File: src/asip_pkg.sv
// constants, types and decode helpers for the analog shared input port
package asip_pkg;

  // widths
  localparam int LINES = 16;
  localparam int ADDR_W = 16;
  localparam int DATA_W = 16;
  localparam int CHAN_W = 5;

  // register offsets on the extension peripheral bus
  localparam logic [15:0] PIN_DATA_OFS = 16'hc380;
  localparam logic [15:0] DIG_OFF_OFS = 16'hc382;

  // reset values
  localparam logic [15:0] DIG_OFF_RST = 16'h0000;
  localparam logic [15:0] RDATA_RST = 16'h0000;

  // enable bit positions in the system-level configuration registers
  localparam int EXT_EN_BIT = 2;
  localparam int XPER_SEL_BIT = 3;

  // converter channel fed by port line 0
  localparam logic [4:0] CHAN_BASE = 5'h10;

  // level read back from a line whose digital input is off
  localparam logic DISABLED_LEVEL = 1'b0;

  // byte enables of a whole-word access
  localparam logic [1:0] BE_WORD = 2'h3;

  // bus answer states
  typedef enum logic [1:0] {
    ST_IDLE = 2'b00,
    ST_ACK = 2'b01,
    ST_ERR = 2'b10
  } asip_state_t;

  // address compare, used for each register
  function automatic logic reg_hit(input logic [15:0] addr, input logic [15:0] ofs);
    reg_hit = (addr == ofs);
  endfunction

  // converter channel number for a port line
  function automatic logic [4:0] chan_of(input logic [3:0] line);
    chan_of = CHAN_BASE + {1'b0, line};
  endfunction

endpackage

File: src/asip_bus_decode.sv
// address decode and access legality for the port registers
`timescale 1ns/1ps
module asip_bus_decode (
  // access request
  input wire logic [15:0] addr,
  input wire logic [1:0] be,
  input wire logic bitop,
  // system enables
  input wire logic [15:0] sys_cfg,
  input wire logic [15:0] xper_sel,
  // decode results
  output logic hit_pin,
  output logic hit_off,
  output logic legal,
  output logic port_en
);

  // both enable bits must be set
  assign port_en = sys_cfg[asip_pkg::EXT_EN_BIT] & xper_sel[asip_pkg::XPER_SEL_BIT]; // RULE1

  // register selects
  assign hit_pin = asip_pkg::reg_hit(addr, asip_pkg::PIN_DATA_OFS);
  assign hit_off = asip_pkg::reg_hit(addr, asip_pkg::DIG_OFF_OFS);

  // whole words only, no bit set or clear cycles
  assign legal = (be == asip_pkg::BE_WORD) & ~bitop; // RULE2

endmodule

File: src/asip_line_sampler.sv
// per-line digital sampling with input buffer disable
`timescale 1ns/1ps
module asip_line_sampler (
  // clock and reset
  input wire logic core_clk,
  input wire logic rst_n,
  // pins and line control
  input wire logic [15:0] pin_in,
  input wire logic [15:0] dig_off,
  // sampled levels
  output logic [15:0] pin_data
);

  logic [15:0] samp_nxt;
  logic [15:0] samp_r;

  // disabled lines read a fixed level
  genvar g;
  generate
    for (g = 0; g < asip_pkg::LINES; g++) begin : g_line
      always_comb begin
        samp_nxt[g] = dig_off[g] ? asip_pkg::DISABLED_LEVEL : pin_in[g]; // RULE9 RULE10
      end
    end
  endgenerate

  // pin levels carry no reset value
  always_ff @(posedge core_clk) begin
    samp_r <= samp_nxt; // RULE11 RULE3
  end

  assign pin_data = samp_r;
endmodule

File: src/asip_port.sv
// analog shared input port: pin data and digital disable registers
// Operation
// (RULE1) Port works only with both system enable bits 2 and 3 set.
// (RULE2) Registers take whole-word access only; bit set or clear refused.
// (RULE3) Sixteen input-only lines; pin data read returns sampled levels.
// (RULE4) No output latch and no direction control; lines never driven.
// (RULE5) Writes to pin data are taken and discarded without effect.
// (RULE6) Line y feeds converter channel sixteen plus y.
// (RULE7) Analog path always connected, independent of port registers.
// (RULE8) Digital disable register: one RW bit per line, resets zero.
// (RULE9) Disable bit 0 keeps input buffer on; 1 turns it off.
// (RULE10) Disabled line reads a constant zero in pin data.
// (RULE11) Pin data has no reset value; it reflects sampled levels.
`timescale 1ns/1ps
module asip_port (
  // clock and reset
  input wire logic core_clk,
  input wire logic rst_n,
  // system enables
  input wire logic [15:0] sys_cfg,
  input wire logic [15:0] xper_sel,
  // extension peripheral bus
  input wire logic epb_req,
  input wire logic epb_we,
  input wire logic [15:0] epb_addr,
  input wire logic [1:0] epb_be,
  input wire logic epb_bitop,
  input wire logic [15:0] epb_wdata,
  output logic [15:0] epb_rdata,
  output logic epb_ack,
  output logic epb_err,
  // port pins
  input wire logic [15:0] pin_in,
  output logic [15:0] pin_out,
  output logic [15:0] pin_oe,
  // input buffer control
  output logic [15:0] schmitt_en,
  // converter side
  output logic [31:16] adc_an,
  output logic [4:0] adc_chan_lo,
  output logic [4:0] adc_chan_hi
);

  asip_pkg::asip_state_t state_r;
  asip_pkg::asip_state_t state_nxt;
  logic [15:0] dig_off_r;
  logic [15:0] dig_off_nxt;
  logic [15:0] rdata_r;
  logic [15:0] rdata_nxt;
  logic [15:0] pin_data;
  logic hit_pin;
  logic hit_off;
  logic legal;
  logic port_en;
  logic take;
  logic ok;

  // decode of the current request
  asip_bus_decode u_dec (
    .addr(epb_addr),
    .be(epb_be),
    .bitop(epb_bitop),
    .sys_cfg(sys_cfg),
    .xper_sel(xper_sel),
    .hit_pin(hit_pin),
    .hit_off(hit_off),
    .legal(legal),
    .port_en(port_en)
  );

  // line sampling
  asip_line_sampler u_samp (
    .core_clk(core_clk),
    .rst_n(rst_n),
    .pin_in(pin_in),
    .dig_off(dig_off_r),
    .pin_data(pin_data)
  );

  // request taken only when idle
  assign take = epb_req & (state_r == asip_pkg::ST_IDLE);
  assign ok = port_en & legal; // RULE1 RULE2

  // next state, register and read data
  always_comb begin
    state_nxt = state_r;
    dig_off_nxt = dig_off_r;
    rdata_nxt = rdata_r;
    case (state_r)
      asip_pkg::ST_IDLE: begin
        if (take) begin
          if (!ok) begin
            state_nxt = asip_pkg::ST_ERR; // RULE1 RULE2
            rdata_nxt = asip_pkg::RDATA_RST;
          end else begin
            state_nxt = asip_pkg::ST_ACK;
            if (epb_we) begin
              if (hit_off) begin
                dig_off_nxt = epb_wdata; // RULE8
              end
              // pin data writes are dropped here
              rdata_nxt = rdata_r; // RULE5
            end else if (hit_pin) begin
              rdata_nxt = pin_data; // RULE3
            end else if (hit_off) begin
              rdata_nxt = dig_off_r; // RULE8
            end else begin
              rdata_nxt = asip_pkg::RDATA_RST;
            end
          end
        end
      end
      asip_pkg::ST_ACK: begin
        state_nxt = asip_pkg::ST_IDLE;
      end
      asip_pkg::ST_ERR: begin
        state_nxt = asip_pkg::ST_IDLE;
      end
      default: begin
        state_nxt = asip_pkg::ST_IDLE;
      end
    endcase
  end

  // state registers
  always_ff @(posedge core_clk) begin
    if (!rst_n) begin
      state_r <= asip_pkg::ST_IDLE;
      dig_off_r <= asip_pkg::DIG_OFF_RST; // RULE8
      rdata_r <= asip_pkg::RDATA_RST;
    end else begin
      state_r <= state_nxt;
      dig_off_r <= dig_off_nxt;
      rdata_r <= rdata_nxt;
    end
  end

  // bus answer
  assign epb_rdata = rdata_r;
  assign epb_ack = (state_r == asip_pkg::ST_ACK);
  assign epb_err = (state_r == asip_pkg::ST_ERR);

  // input only: nothing ever drives a pin
  assign pin_out = 16'h0000; // RULE4
  assign pin_oe = 16'h0000; // RULE4

  // buffer on while disable bit is clear
  assign schmitt_en = ~dig_off_r; // RULE9

  // analog path straight from the pins
  assign adc_an = pin_in; // RULE6 RULE7

  // channel range served by this port
  assign adc_chan_lo = asip_pkg::chan_of(4'h0); // RULE6
  assign adc_chan_hi = asip_pkg::chan_of(4'hf); // RULE6
endmodule

File: config.mk
export PLATFORM = sky130hd
export DESIGN_NAME = asip_port
export DESIGN_NICKNAME = d
export VERILOG_FILES = /design/src/asip_pkg.sv /design/src/asip_bus_decode.sv /design/src/asip_line_sampler.sv /design/src/asip_port.sv
export SDC_FILE = /design/constraint.sdc
export NUM_CORES = 1
export LEC_CHECK = 0
export BUFFER_PORTS_ARGS = -buffer_cell sky130_fd_sc_hd__buf_2
export CAP_MARGIN = 0
export CORE_UTILIZATION = 40
export CTS_CLUSTER_DIAMETER = 40
export DETAILED_ROUTE_END_ITERATION = 8
export PLACE_DENSITY_LB_ADDON = 0.25
export SLEW_MARGIN = 10
export SYNTH_ARGS = -nofsm -noshare
export SYNTH_HDL_FRONTEND = slang
export SYNTH_SLANG_ARGS = --single-unit
File: constraint.sdc
create_clock -name core_clk -period 4.65 [get_ports core_clk]
set_input_delay 0.93 -clock core_clk [delete_from_list [all_inputs] [get_ports core_clk]]
set_output_delay 0.93 -clock core_clk [all_outputs]
set_load 0.1 [all_outputs]
==> out/results.tsv, run 1 <==
metric	value	unit
most common cell after layout, fill and taps aside	buf_2	
H-Tree Depth	2	
Crit. path cell count	5	
share of cells above drive strength 1	38.2	%
combinational power share	25.6	%
Hold Vio Cnt, Final	0	
die area	0.00656	mm^2
Clock transition at path regs	0.09	ns
first-pass GRT wire length	8100	um
period utilization	55.3	%
crit path max fanout	17	
Starting Density	41.9	%
I/O pins	179	
EDFF count, synth	0	
Setup WS pre-CTS	1.79	ns
wire per inst	12.6	um
peak supply drop	0.181	mV
setup ws final	2.08	ns
worst path required time	4.87	ns
top_reg_cell synth	dfxtp_1	
CP endpoint kind	register	
leakage power	1.32	nW
largest net degree at the start of global routing	19	
Hold Buf Count CTS	0	
#FFs+latches synth	50	
Min Clock Period, post-route	2.57	ns
layout net count	426	
cell taking the most area after synthesis	dfxtp_1	
clock tree root driver cell	clkbuf_8	
Synth Warn #	0	
Least-Margin Pin Slew	1.02	ns
internal power	686	uW
sequential element share of the synthesized area	40.1	%
# clock sinks	50	
Slew Limit Fails	0	
Area Overhead vs Synth	16.2	%
critical path type	in -> reg	
total gr overflow	0	
worst hold path type	reg -> reg	
commonest cells after routing, fill and taps aside	buf_2, dfxtp_1, conb_1, nor2b_1	
Worst path slowest cell	or4_4	
unrepaired setup endpoints after global routing	false	
post-route ant nets	0	
reg2reg setup slack	2.59	ns
setup violators final	0	
Core Area	0.00596	mm^2
status	finished clean	
HPWL Detailed	3700	um
Net Switching	385	uW
routed vias/inst	4.60	
post-synthesis cell area	0.00249	mm^2
PD cells	369	mW/mm^2
Worst path max stage delay	0.80	ns
initial antenna violation count	0	
Syn Area/Cell	9.67	um^2
placed insts	407	
Max Buffers Root-to-Sink	2	
Fmax	389	MHz
Post-CTS Setup Bufs	0	
DRC Markers	0	
total track usage	16.3	%
RR Startpoint	state_r[0]$_SDFFE_PN0N_	
area share of the largest cell type after synthesis	40.1	%
die width	81.0	um
Critical Path Start	epb_addr[13]	
Max-slew headroom	31.9	%
number of max-cap violations	0	
Critical Path AT	2.79	ns
FF-to-FF End	dig_off_r[3]$_SDFFE_PN0P_	
Layout fillers	591	
Area contributors post-synth	dfxtp_1, buf_4, mux2i_1	
DR vias	1911	
Worst Clk Skew	0.00538	ns
Clock power frac	33.6	%
Top delay family on crit path	simple AND/OR/NAND/NOR gates	
antenna cells	0	
Die Y	81.0	um
crit start category	input pin	
Layout Utilization	48.7	%
critical path endpoint	epb_rdata[12]$_SDFFE_PN0P_	
IO buf count	106	
setup TNS	0	ns
Post-synth ARST share	0	%
worst skew pair latency	0.29	ns
Post-Synthesis Cells	258	
worst-path cell chain	buf_2, nor4b_4, nand4_2, or4_4, o2bb2ai_1	
global placement routability congestion	0.704	
minimum hold slack	0.465	ns
post-route insts no fill	415	
wirelength, routed	5220	um
clock buffer count from CTS	5	
Detailed Routing Iterations Pass 1	4	
post-CTS sizing	0	
Row Count	28	
sw frac	35.9	%
Yosys cell types	31	
WP buf/inv	1	
CTS tree	done	
via count of the first global-routing pass	1741	
R2R cell count	4	
sequential share of power	40.9	%
DR iter-0 viols	65	
==> worst min path at each step <==
stage                     slack [ns]  depth (start not counted)                       endpoint                  startpoint
after detailed placement        0.44                          1      epb_rdata[8]$_SDFFE_PN0P_   epb_rdata[8]$_SDFFE_PN0P_
after global placement          0.44                          1     epb_rdata[11]$_SDFFE_PN0P_  epb_rdata[11]$_SDFFE_PN0P_
after CTS                       0.47                          1  u_samp.pin_data[7]$_SDFF_PP0_   dig_off_r[7]$_SDFFE_PN0P_
final                           0.47                          1  u_samp.pin_data[7]$_SDFF_PP0_   dig_off_r[7]$_SDFFE_PN0P_
after floorplan                 0.43                          1  u_samp.pin_data[0]$_SDFF_PP0_   dig_off_r[0]$_SDFFE_PN0P_
after global routing            0.49                          1      epb_rdata[1]$_SDFFE_PN0P_   epb_rdata[1]$_SDFFE_PN0P_
==> power groups by stage <==
stage               combinational [mW]  sequential [mW]  clock [mW]
floorplan                        0.272            0.447           0
global placement                 0.273            0.448           0
detailed placement               0.274            0.448           0
CTS                              0.274            0.438       0.369
global route                     0.283            0.439       0.389
finish                           0.274            0.438       0.360
==> per-layer routing <==
| metal | vias to the layer above | GRT usage [%] | part of all wire (%) |
|---|---|---|---|
| met5 | - | 0 | 0 |
| met3 | 2 | 4.38 | 7.1 |
| met2 | 91 | 28.0 | 47 |
| met4 | 0 | 4.82 | 0.29 |
| met1 | 871 | 19.8 | 46 |
| li1 | 947 | - | - |
==> worst reg2reg max path, stage by stage, from the launching register on <==
cell	delay, ns
dfxtp_1	0.33
nor3b_1	0.45
nand4_1	0.67
o21ai_0	0.40
a21oi_1	0.09
==> state kept, by name, indices dropped and copies added (netlist names) <==
register         count
u_samp.pin_data     16
dig_off_r           16
state_r              2
epb_rdata           16
==> layout make-up <==
class,instances,area (um^2),share of cell area [%]
sequential,50,1000,34.5
tap,75,93.8,3.24
clock buffer,5,68.8,2.37
timing repair buffer,106,531,18.3
clock inverter,3,68.8,2.37
inverter,17,63.8,2.20
multi-input combinational,159,1070,37.0
==> stage by stage <==
stage          power (mW)  cell area, um^2
2_1_floorplan       0.720             2650
3_3_place_gp        0.720             2760
3_5_place_dp        0.722             2760
4_1_cts              1.08             2900
5_1_grt              1.11             2900
6_report             1.07             2900
==> synth_stat cells, drive strengths merged, types with 2 or more instances <==
cell type and instances:
nor2b 18, o2bb2ai 16, mux2i 16, a21oi 17
inv 16, and2 2, dfxtp 50, conb 2
buf 61, clkbuf 11, nor3b 2, o21ai 16
nor4b 2, nand4 18, nand2 3
==> logic make-up after synthesis <==
kind of cell | after synthesis | share of synthesized area, %
muxes | 16 | 6.42
and+or+nand+nor | 51 | 15.0
buffers and inverters | 89 | 23.1
other | 2 | 0.301
DFF | 50 | 40.1
AOI/OAI and AO/OA | 50 | 15.0
Power figures use the tool's default switching activity.
==> run 2, diff against run 1 <==
==> constraint.sdc (replaced) <==
create_clock -name core_clk -period 2.6 [get_ports core_clk]
set_input_delay 0.52 -clock core_clk [delete_from_list [all_inputs] [get_ports core_clk]]
set_output_delay 0.52 -clock core_clk [all_outputs]
set_load 0.1 [all_outputs]
==> run 2 against run 1 <==
Effect of this change: global-route usage grew 0.45 points; clock power is 51% higher; clock skew decreased by 0.00083 ns; critical path depth fell by 1; utilization hardly changed; largest cell class unchanged; largest power group unchanged; highest routed layer unchanged.
==> out/results.tsv, run 2 (same netlist as run 1, synthesis figures left out) <==
metric	value	unit	change
number of max-cap violations	0		unchanged
Max-slew headroom	33.5	%	+1.6 points
overall power	1.82	mW	+70%
crit path max fanout	16		-1
combinational power share	27.1	%	+1.5 points
Clock transition at path regs	0.09	ns	about the same
CTS tree	done		
Post-CTS Setup Bufs	0		unchanged
via count of the first global-routing pass	1683		-3.3%
Storage cell area	0.00100	mm^2	unchanged
worst skew pair latency	0.30	ns	about the same
Hold Buf Count CTS	0		unchanged
Hold Startpoint	pin_in[15]		
total gr overflow	0		unchanged
post-route insts no fill	419		+0.96%
Placed Area	0.00279	mm^2	+1.1%
wirelength, routed	5340	um	+2.4%
clock tree root driver cell	clkbuf_8		
Fmax	535	MHz	
minimum hold slack	0.437	ns	-0.0282 ns
status	finished clean		
Starting Density	41.9	%	unchanged
most common cell after layout, fill and taps aside	buf_2		
I/O pins	179		unchanged
global placement routability congestion	0.717		+1.8%
DR vias	1919		+0.42%
multi-input combinational cell area	0.00107	mm^2	unchanged
commonest cells after routing, fill and taps aside	buf_2, dfxtp_1, conb_1, nor2b_1		
sequential share of power	43.1	%	+2.2 points
layout net count	430		+0.94%
post-route ant nets	0		unchanged
DR iter-0 viols	65		unchanged
Net Switching	685	uW	+78%
H-Tree Depth	2		unchanged
Row Count	28		unchanged
sw frac	37.7	%	+1.8 points
die width	81.0	um	unchanged
RR Startpoint	state_r[0]$_SDFFE_PN0N_		
DRC Markers	0		unchanged
routed vias/inst	4.58		-0.54%
post-CTS sizing	0		unchanged
Detailed Routing Iterations Pass 1	4		unchanged
Hold Vio Cnt, Final	0		unchanged
Worst path max stage delay	0.64	ns	-0.16 ns
die area	0.00656	mm^2	unchanged
Die Y	81.0	um	unchanged
internal power	1.13	mW	+65%
worst hold path type	in -> reg		
clock buffer count from CTS	5		unchanged
first-pass GRT wire length	8160	um	+0.68%
setup violators final	0		unchanged
Least-Margin Pin Slew	0.997	ns	-0.0237 ns
initial antenna violation count	0		unchanged
PD cells	626	mW/mm^2	+69%
Layout fillers	585		-1.0%
Area Overhead vs Synth	16.3	%	about the same
design area	0.00290	mm^2	about the same
Worst Clk Skew	0.00455	ns	-0.000828 ns
Clock power frac	29.8	%	-3.8 points
IO buf count	106		unchanged
peak supply drop	0.301	mV	+67%
HPWL Detailed	3770	um	+1.8%
antenna cells	0		unchanged
Critical Path Start	state_r[0]$_SDFFE_PN0N_		
Setup WS pre-CTS	0.494	ns	-1.30 ns
largest net degree at the start of global routing	17		-2
unrepaired setup endpoints after global routing	false		
Worst path slowest cell	and2_1		
share of cells above drive strength 1	38.7	%	+0.43 points
leakage power	1.32	nW	about the same
wire per inst	12.8	um	+1.4%
# clock sinks	50		unchanged
setup ws final	0.730	ns	-1.35 ns
critical path type	reg -> reg		
total track usage	16.8	%	+0.45 points
Max Buffers Root-to-Sink	2		unchanged
Slew Limit Fails	0		unchanged
placed insts	411		+0.98%
Core Area	0.00596	mm^2	unchanged
period utilization	71.9	%	
worst-path cell chain	nor3b_1, and2_1, nand4_1, a21oi_1		
CP endpoint kind	register		
setup TNS	0	ns	unchanged
Min Clock Period, post-route	1.87	ns	
crit start category	register		
Layout Utilization	48.7	%	about the same
worst path required time	2.83	ns	-2.04 ns
Critical Path AT	2.10	ns	-0.69 ns
run 2: changes by cell type in the layout (fill, tap and decap cells not counted):
cell,delta
clkinv_4,-1
buf_4,+4
clkbuf_1,+1
bufinv_16,-1
clkinvlp_4,+1
run 2: final cells by class:
class                      instances  share of cell area, %
clock buffer                       6                   2.50
clock inverter                     2                   1.29
inverter                          17                   2.20
multi-input combinational        159                   37.0
sequential                        50                   34.5
tap                               75                   3.23
timing repair buffer             110                   19.3
run 2: critical path: cells and delay by family (launching register included):
family / cells / cell delay, ns
compound gates: 1 / 0.20
simple gates: 3 / 1.27
flops: 1 / 0.33
run 2: path summary, 6_finish.rpt:
path	cells past startpoint	slack, ns	end
setup / recovery	4	0.73	dig_off_r[2]$_SDFFE_PN0P_
hold / removal	2	0.44	u_samp.pin_data[15]$_SDFF_PP0_
setup reg to reg	4	0.73	dig_off_r[2]$_SDFFE_PN0P_
hold reg to reg	1	0.47	u_samp.pin_data[6]$_SDFF_PP0_
run 2: power by group through the flow:
stage | combinational [mW] | sequential [mW] | clock [mW]
finish | 0.492 | 0.783 | 0.542
global route | 0.509 | 0.785 | 0.600
CTS | 0.492 | 0.783 | 0.553
detailed placement | 0.492 | 0.801 | 0
global placement | 0.490 | 0.801 | 0
floorplan | 0.487 | 0.800 | 0
run 2: metal layers:
metal	vias up	global-route usage (%)	routed length (um)
met5	-	0	0
met4	0	3.93	15
met3	2	5.51	382
met2	88	28.7	2460
met1	881	20.2	2480
li1	948	-	-
==> run 3, diff against run 2 <==
--- a/config.mk
+++ b/config.mk
@@ -5,6 +5,7 @@
 export SDC_FILE = /design/constraint.sdc
 export NUM_CORES = 1
 export LEC_CHECK = 0
+export ABC_AREA = 1
 export BUFFER_PORTS_ARGS = -buffer_cell sky130_fd_sc_hd__buf_2
 export CAP_MARGIN = 0
 export CORE_UTILIZATION = 40
==> constraint.sdc (replaced) <==
create_clock -name core_clk -period 1.8 [get_ports core_clk]
set_input_delay 0.36 -clock core_clk [delete_from_list [all_inputs] [get_ports core_clk]]
set_output_delay 0.36 -clock core_clk [all_outputs]
set_load 0.1 [all_outputs]
==> run 3 against run 2 <==
Effect of this change: critical path depth shrank 1; sequential power is 44% higher; sequential cell count stayed put; the flow now finishes with violations (DRC); setup slack lost 0.51 ns.
==> out/results.tsv, run 3 <==
metric	value	unit	change
status	finished with violations		
failing checks	DRC		
DR vias	2365		+23%
minimum hold slack	0.268	ns	-0.169 ns
Net Switching	977	uW	+43%
commonest cells after routing, fill and taps aside	buf_2, nand2_1, dfxtp_1, nand3_1, inv_1		
first-pass GRT wire length	9370	um	+15%
wire per inst	10.1	um	-21%
most common cell after layout, fill and taps aside	buf_2		
HPWL Detailed	4280	um	+14%
I/O pins	179		unchanged
Post-Synthesis Cells	381		+48%
wirelength, routed	5510	um	+3.2%
share of cells above drive strength 1	31.7	%	-7.0 points
Syn Area/Cell	7.19	um^2	-26%
total gr overflow	0		unchanged
crit path max fanout	3		-13
DRC Markers	14		+14
clock tree root driver cell	clkbuf_8		
Top delay family on crit path	buffers and inverters		
CTS tree	done		
Area Overhead vs Synth	16.6	%	
leakage power	1.61	nW	+22%
Slew Limit Fails	0		unchanged
worst-path cell chain	inv_1, nor2_1, buf_2		
Synth Warn #	0		unchanged
unrepaired setup endpoints after global routing	false		
layout net count	556		+29%
Hold Vio Cnt, Final	0		unchanged
sequential share of power	43.5	%	+0.4 points
via count of the first global-routing pass	2111		+25%
Die Y	84.7	um	+4.6%
top post-synthesis cells by count	buf_4, nand2_1, dfxtp_1		
Row Count	29		+3.6%
H-Tree Depth	2		unchanged
Hold Crit Depth	2		unchanged
Post-synth ARST share	0	%	unchanged
WP buf/inv	2		+2
PD cells	815	mW/mm^2	+30%
Hold Buf Count CTS	0		unchanged
Post-CTS Setup Bufs	0		unchanged
Clock transition at path regs	0.09	ns	about the same
total track usage	16.1	%	-0.67 points
GR peak layer	met2		
period utilization	88.0	%	
post-route ant nets	0		unchanged
met1 GRT Util	22.0	%	+1.8 points
peak supply drop	0.345	mV	+14%
Setup WS pre-CTS	0.245	ns	-0.250 ns
die width	84.7	um	+4.6%
number of max-cap violations	0		unchanged
area share of the largest cell type after synthesis	36.6	%	-3.6 points
CP endpoint kind	output pin		
Fmax	631	MHz	
EDFF count, synth	0		unchanged
worst skew pair latency	0.29	ns	about the same
setup TNS	0	ns	unchanged
Layout Utilization	49.2	%	+0.42 points
IO buf count	106		unchanged
R2R cell count	5		+1
sw frac	37.6	%	-0.16 points
crit start category	register		
setup violators final	0		unchanged
critical path type	reg -> out		
GR met3 Demand/Resource	3.05	%	-2.5 points
Starting Density	42.1	%	+0.26 points
antenna cells	0		unchanged
worst hold path type	in -> reg		
Yosys cell types	21		-32%
Worst path max stage delay	0.43	ns	-0.21 ns
Clock power frac	29.5	%	-0.3 points
combinational power share	27.0	%	about the same
initial antenna violation count	0		unchanged
Detailed Routing Iterations Pass 1	6		+2
clock buffer count from CTS	5		unchanged
Worst Clk Skew	0.00357	ns	-0.000982 ns
Crit. path cell count	3		-1
Worst path slowest cell	buf_2		
top_reg_cell synth	dfxtp_1		
die area	0.00718	mm^2	+9.5%
internal power	1.62	mW	+44%
post-CTS sizing	0		unchanged
Area contributors post-synth	dfxtp_1, buf_4, nand3_1		
largest net degree at the start of global routing	33		+16
Core Area	0.00649	mm^2	+9.1%
post-synthesis cell area	0.00274	mm^2	+9.7%
cell taking the most area after synthesis	dfxtp_1		
Min Clock Period, post-route	1.58	ns	
global placement routability congestion	0.761		+6.1%
grt met2 use	25.9	%	-2.8 points
routed vias/inst	4.32		-5.6%
DR iter-0 viols	96		+48%
sequential element share of the synthesized area	36.6	%	-3.6 points
# clock sinks	50		unchanged
#FFs+latches synth	50		unchanged
setup ws final	0.216	ns	-0.513 ns
worst path required time	1.44	ns	-1.39 ns
Max Buffers Root-to-Sink	2		unchanged
Critical Path AT	1.22	ns	-0.88 ns
run 3: cell count changes after synthesis, moves of 16 or more:
| cell | delta |
|---|---|
| nand3_1 | +49 |
| nand3b_1 | +16 |
| nor2b_1 | -18 |
| nor2_2 | +20 |
| nor2_1 | +39 |
| inv_1 | +29 |
| nand2_1 | +55 |
| mux2i_1 | -16 |
run 3: final timing paths:
check | startpoint | end | slack, ns
setup / recovery | state_r[0]$_SDFFE_PN0N_ | epb_ack | 0.22
hold reg to reg | epb_rdata[11]$_SDFFE_PN0P_ | epb_rdata[11]$_SDFFE_PN0P_ | 0.46
hold / removal | epb_bitop | state_r[0]$_SDFFE_PN0N_ | 0.27
setup reg to reg | state_r[0]$_SDFFE_PN0N_ | epb_rdata[2]$_SDFFE_PN0P_ | 0.38
run 3: kinds of logic after synthesis:
family	after synthesis	synth area share (%)
other cells	2	0.274
simple gates	194	34.8
buf+inv	119	25.4
flops	50	36.6
compound gates	16	2.93
run 3: routing by layer:
layer  vias to the layer above  share of wire [%]
met1                      1009                 49
met5                         -                  0
met2                       101                 44
met3                         5                6.7
li1                       1250                  -
met4                         0               0.89
run 3: cell type report:
| type | count | area (um^2) |
|---|---|---|
| well taps | 77 | 96.3 |
| repair buffers | 115 | 623 |
| clock buffers | 6 | 72.6 |
| clock inverters | 2 | 37.5 |
| multi-input cells | 252 | 1190 |
| flip-flops and latches | 50 | 1000 |
| inverters | 45 | 169 |
| fillers | 669 | 3300 |
run 3: worst reg2reg max path: cells and delay by family (launching register included):
kind | cells | cell delay [ns]
flip-flops | 1 | 0.34
AND/OR/NAND/NOR | 3 | 0.52
AO/OA/AOI/OAI | 1 | 0.14
buffers and inverters | 1 | 0.36
run 3: power groups by stage:
stage	clock network (mW)	registers, mW	logic [mW]
2_1_floorplan	0	1.16	0.702
3_3_place_gp	0	1.16	0.701
3_5_place_dp	0	1.16	0.704
4_1_cts	0.796	1.13	0.705
5_1_grt	0.834	1.13	0.732
6_report	0.768	1.13	0.703
run 3: through the flow:
| stage | cell area (um^2) | cells | power [mW] |
|---|---|---|---|
| 2_1_floorplan | 2890 | 421 | 1.86 |
| 3_3_place_gp | 3080 | 539 | 1.86 |
| 3_5_place_dp | 3080 | 539 | 1.86 |
| 4_1_cts | 3190 | 547 | 2.63 |
| 5_1_grt | 3190 | 547 | 2.70 |
| 6_report | 3190 | 547 | 2.60 |
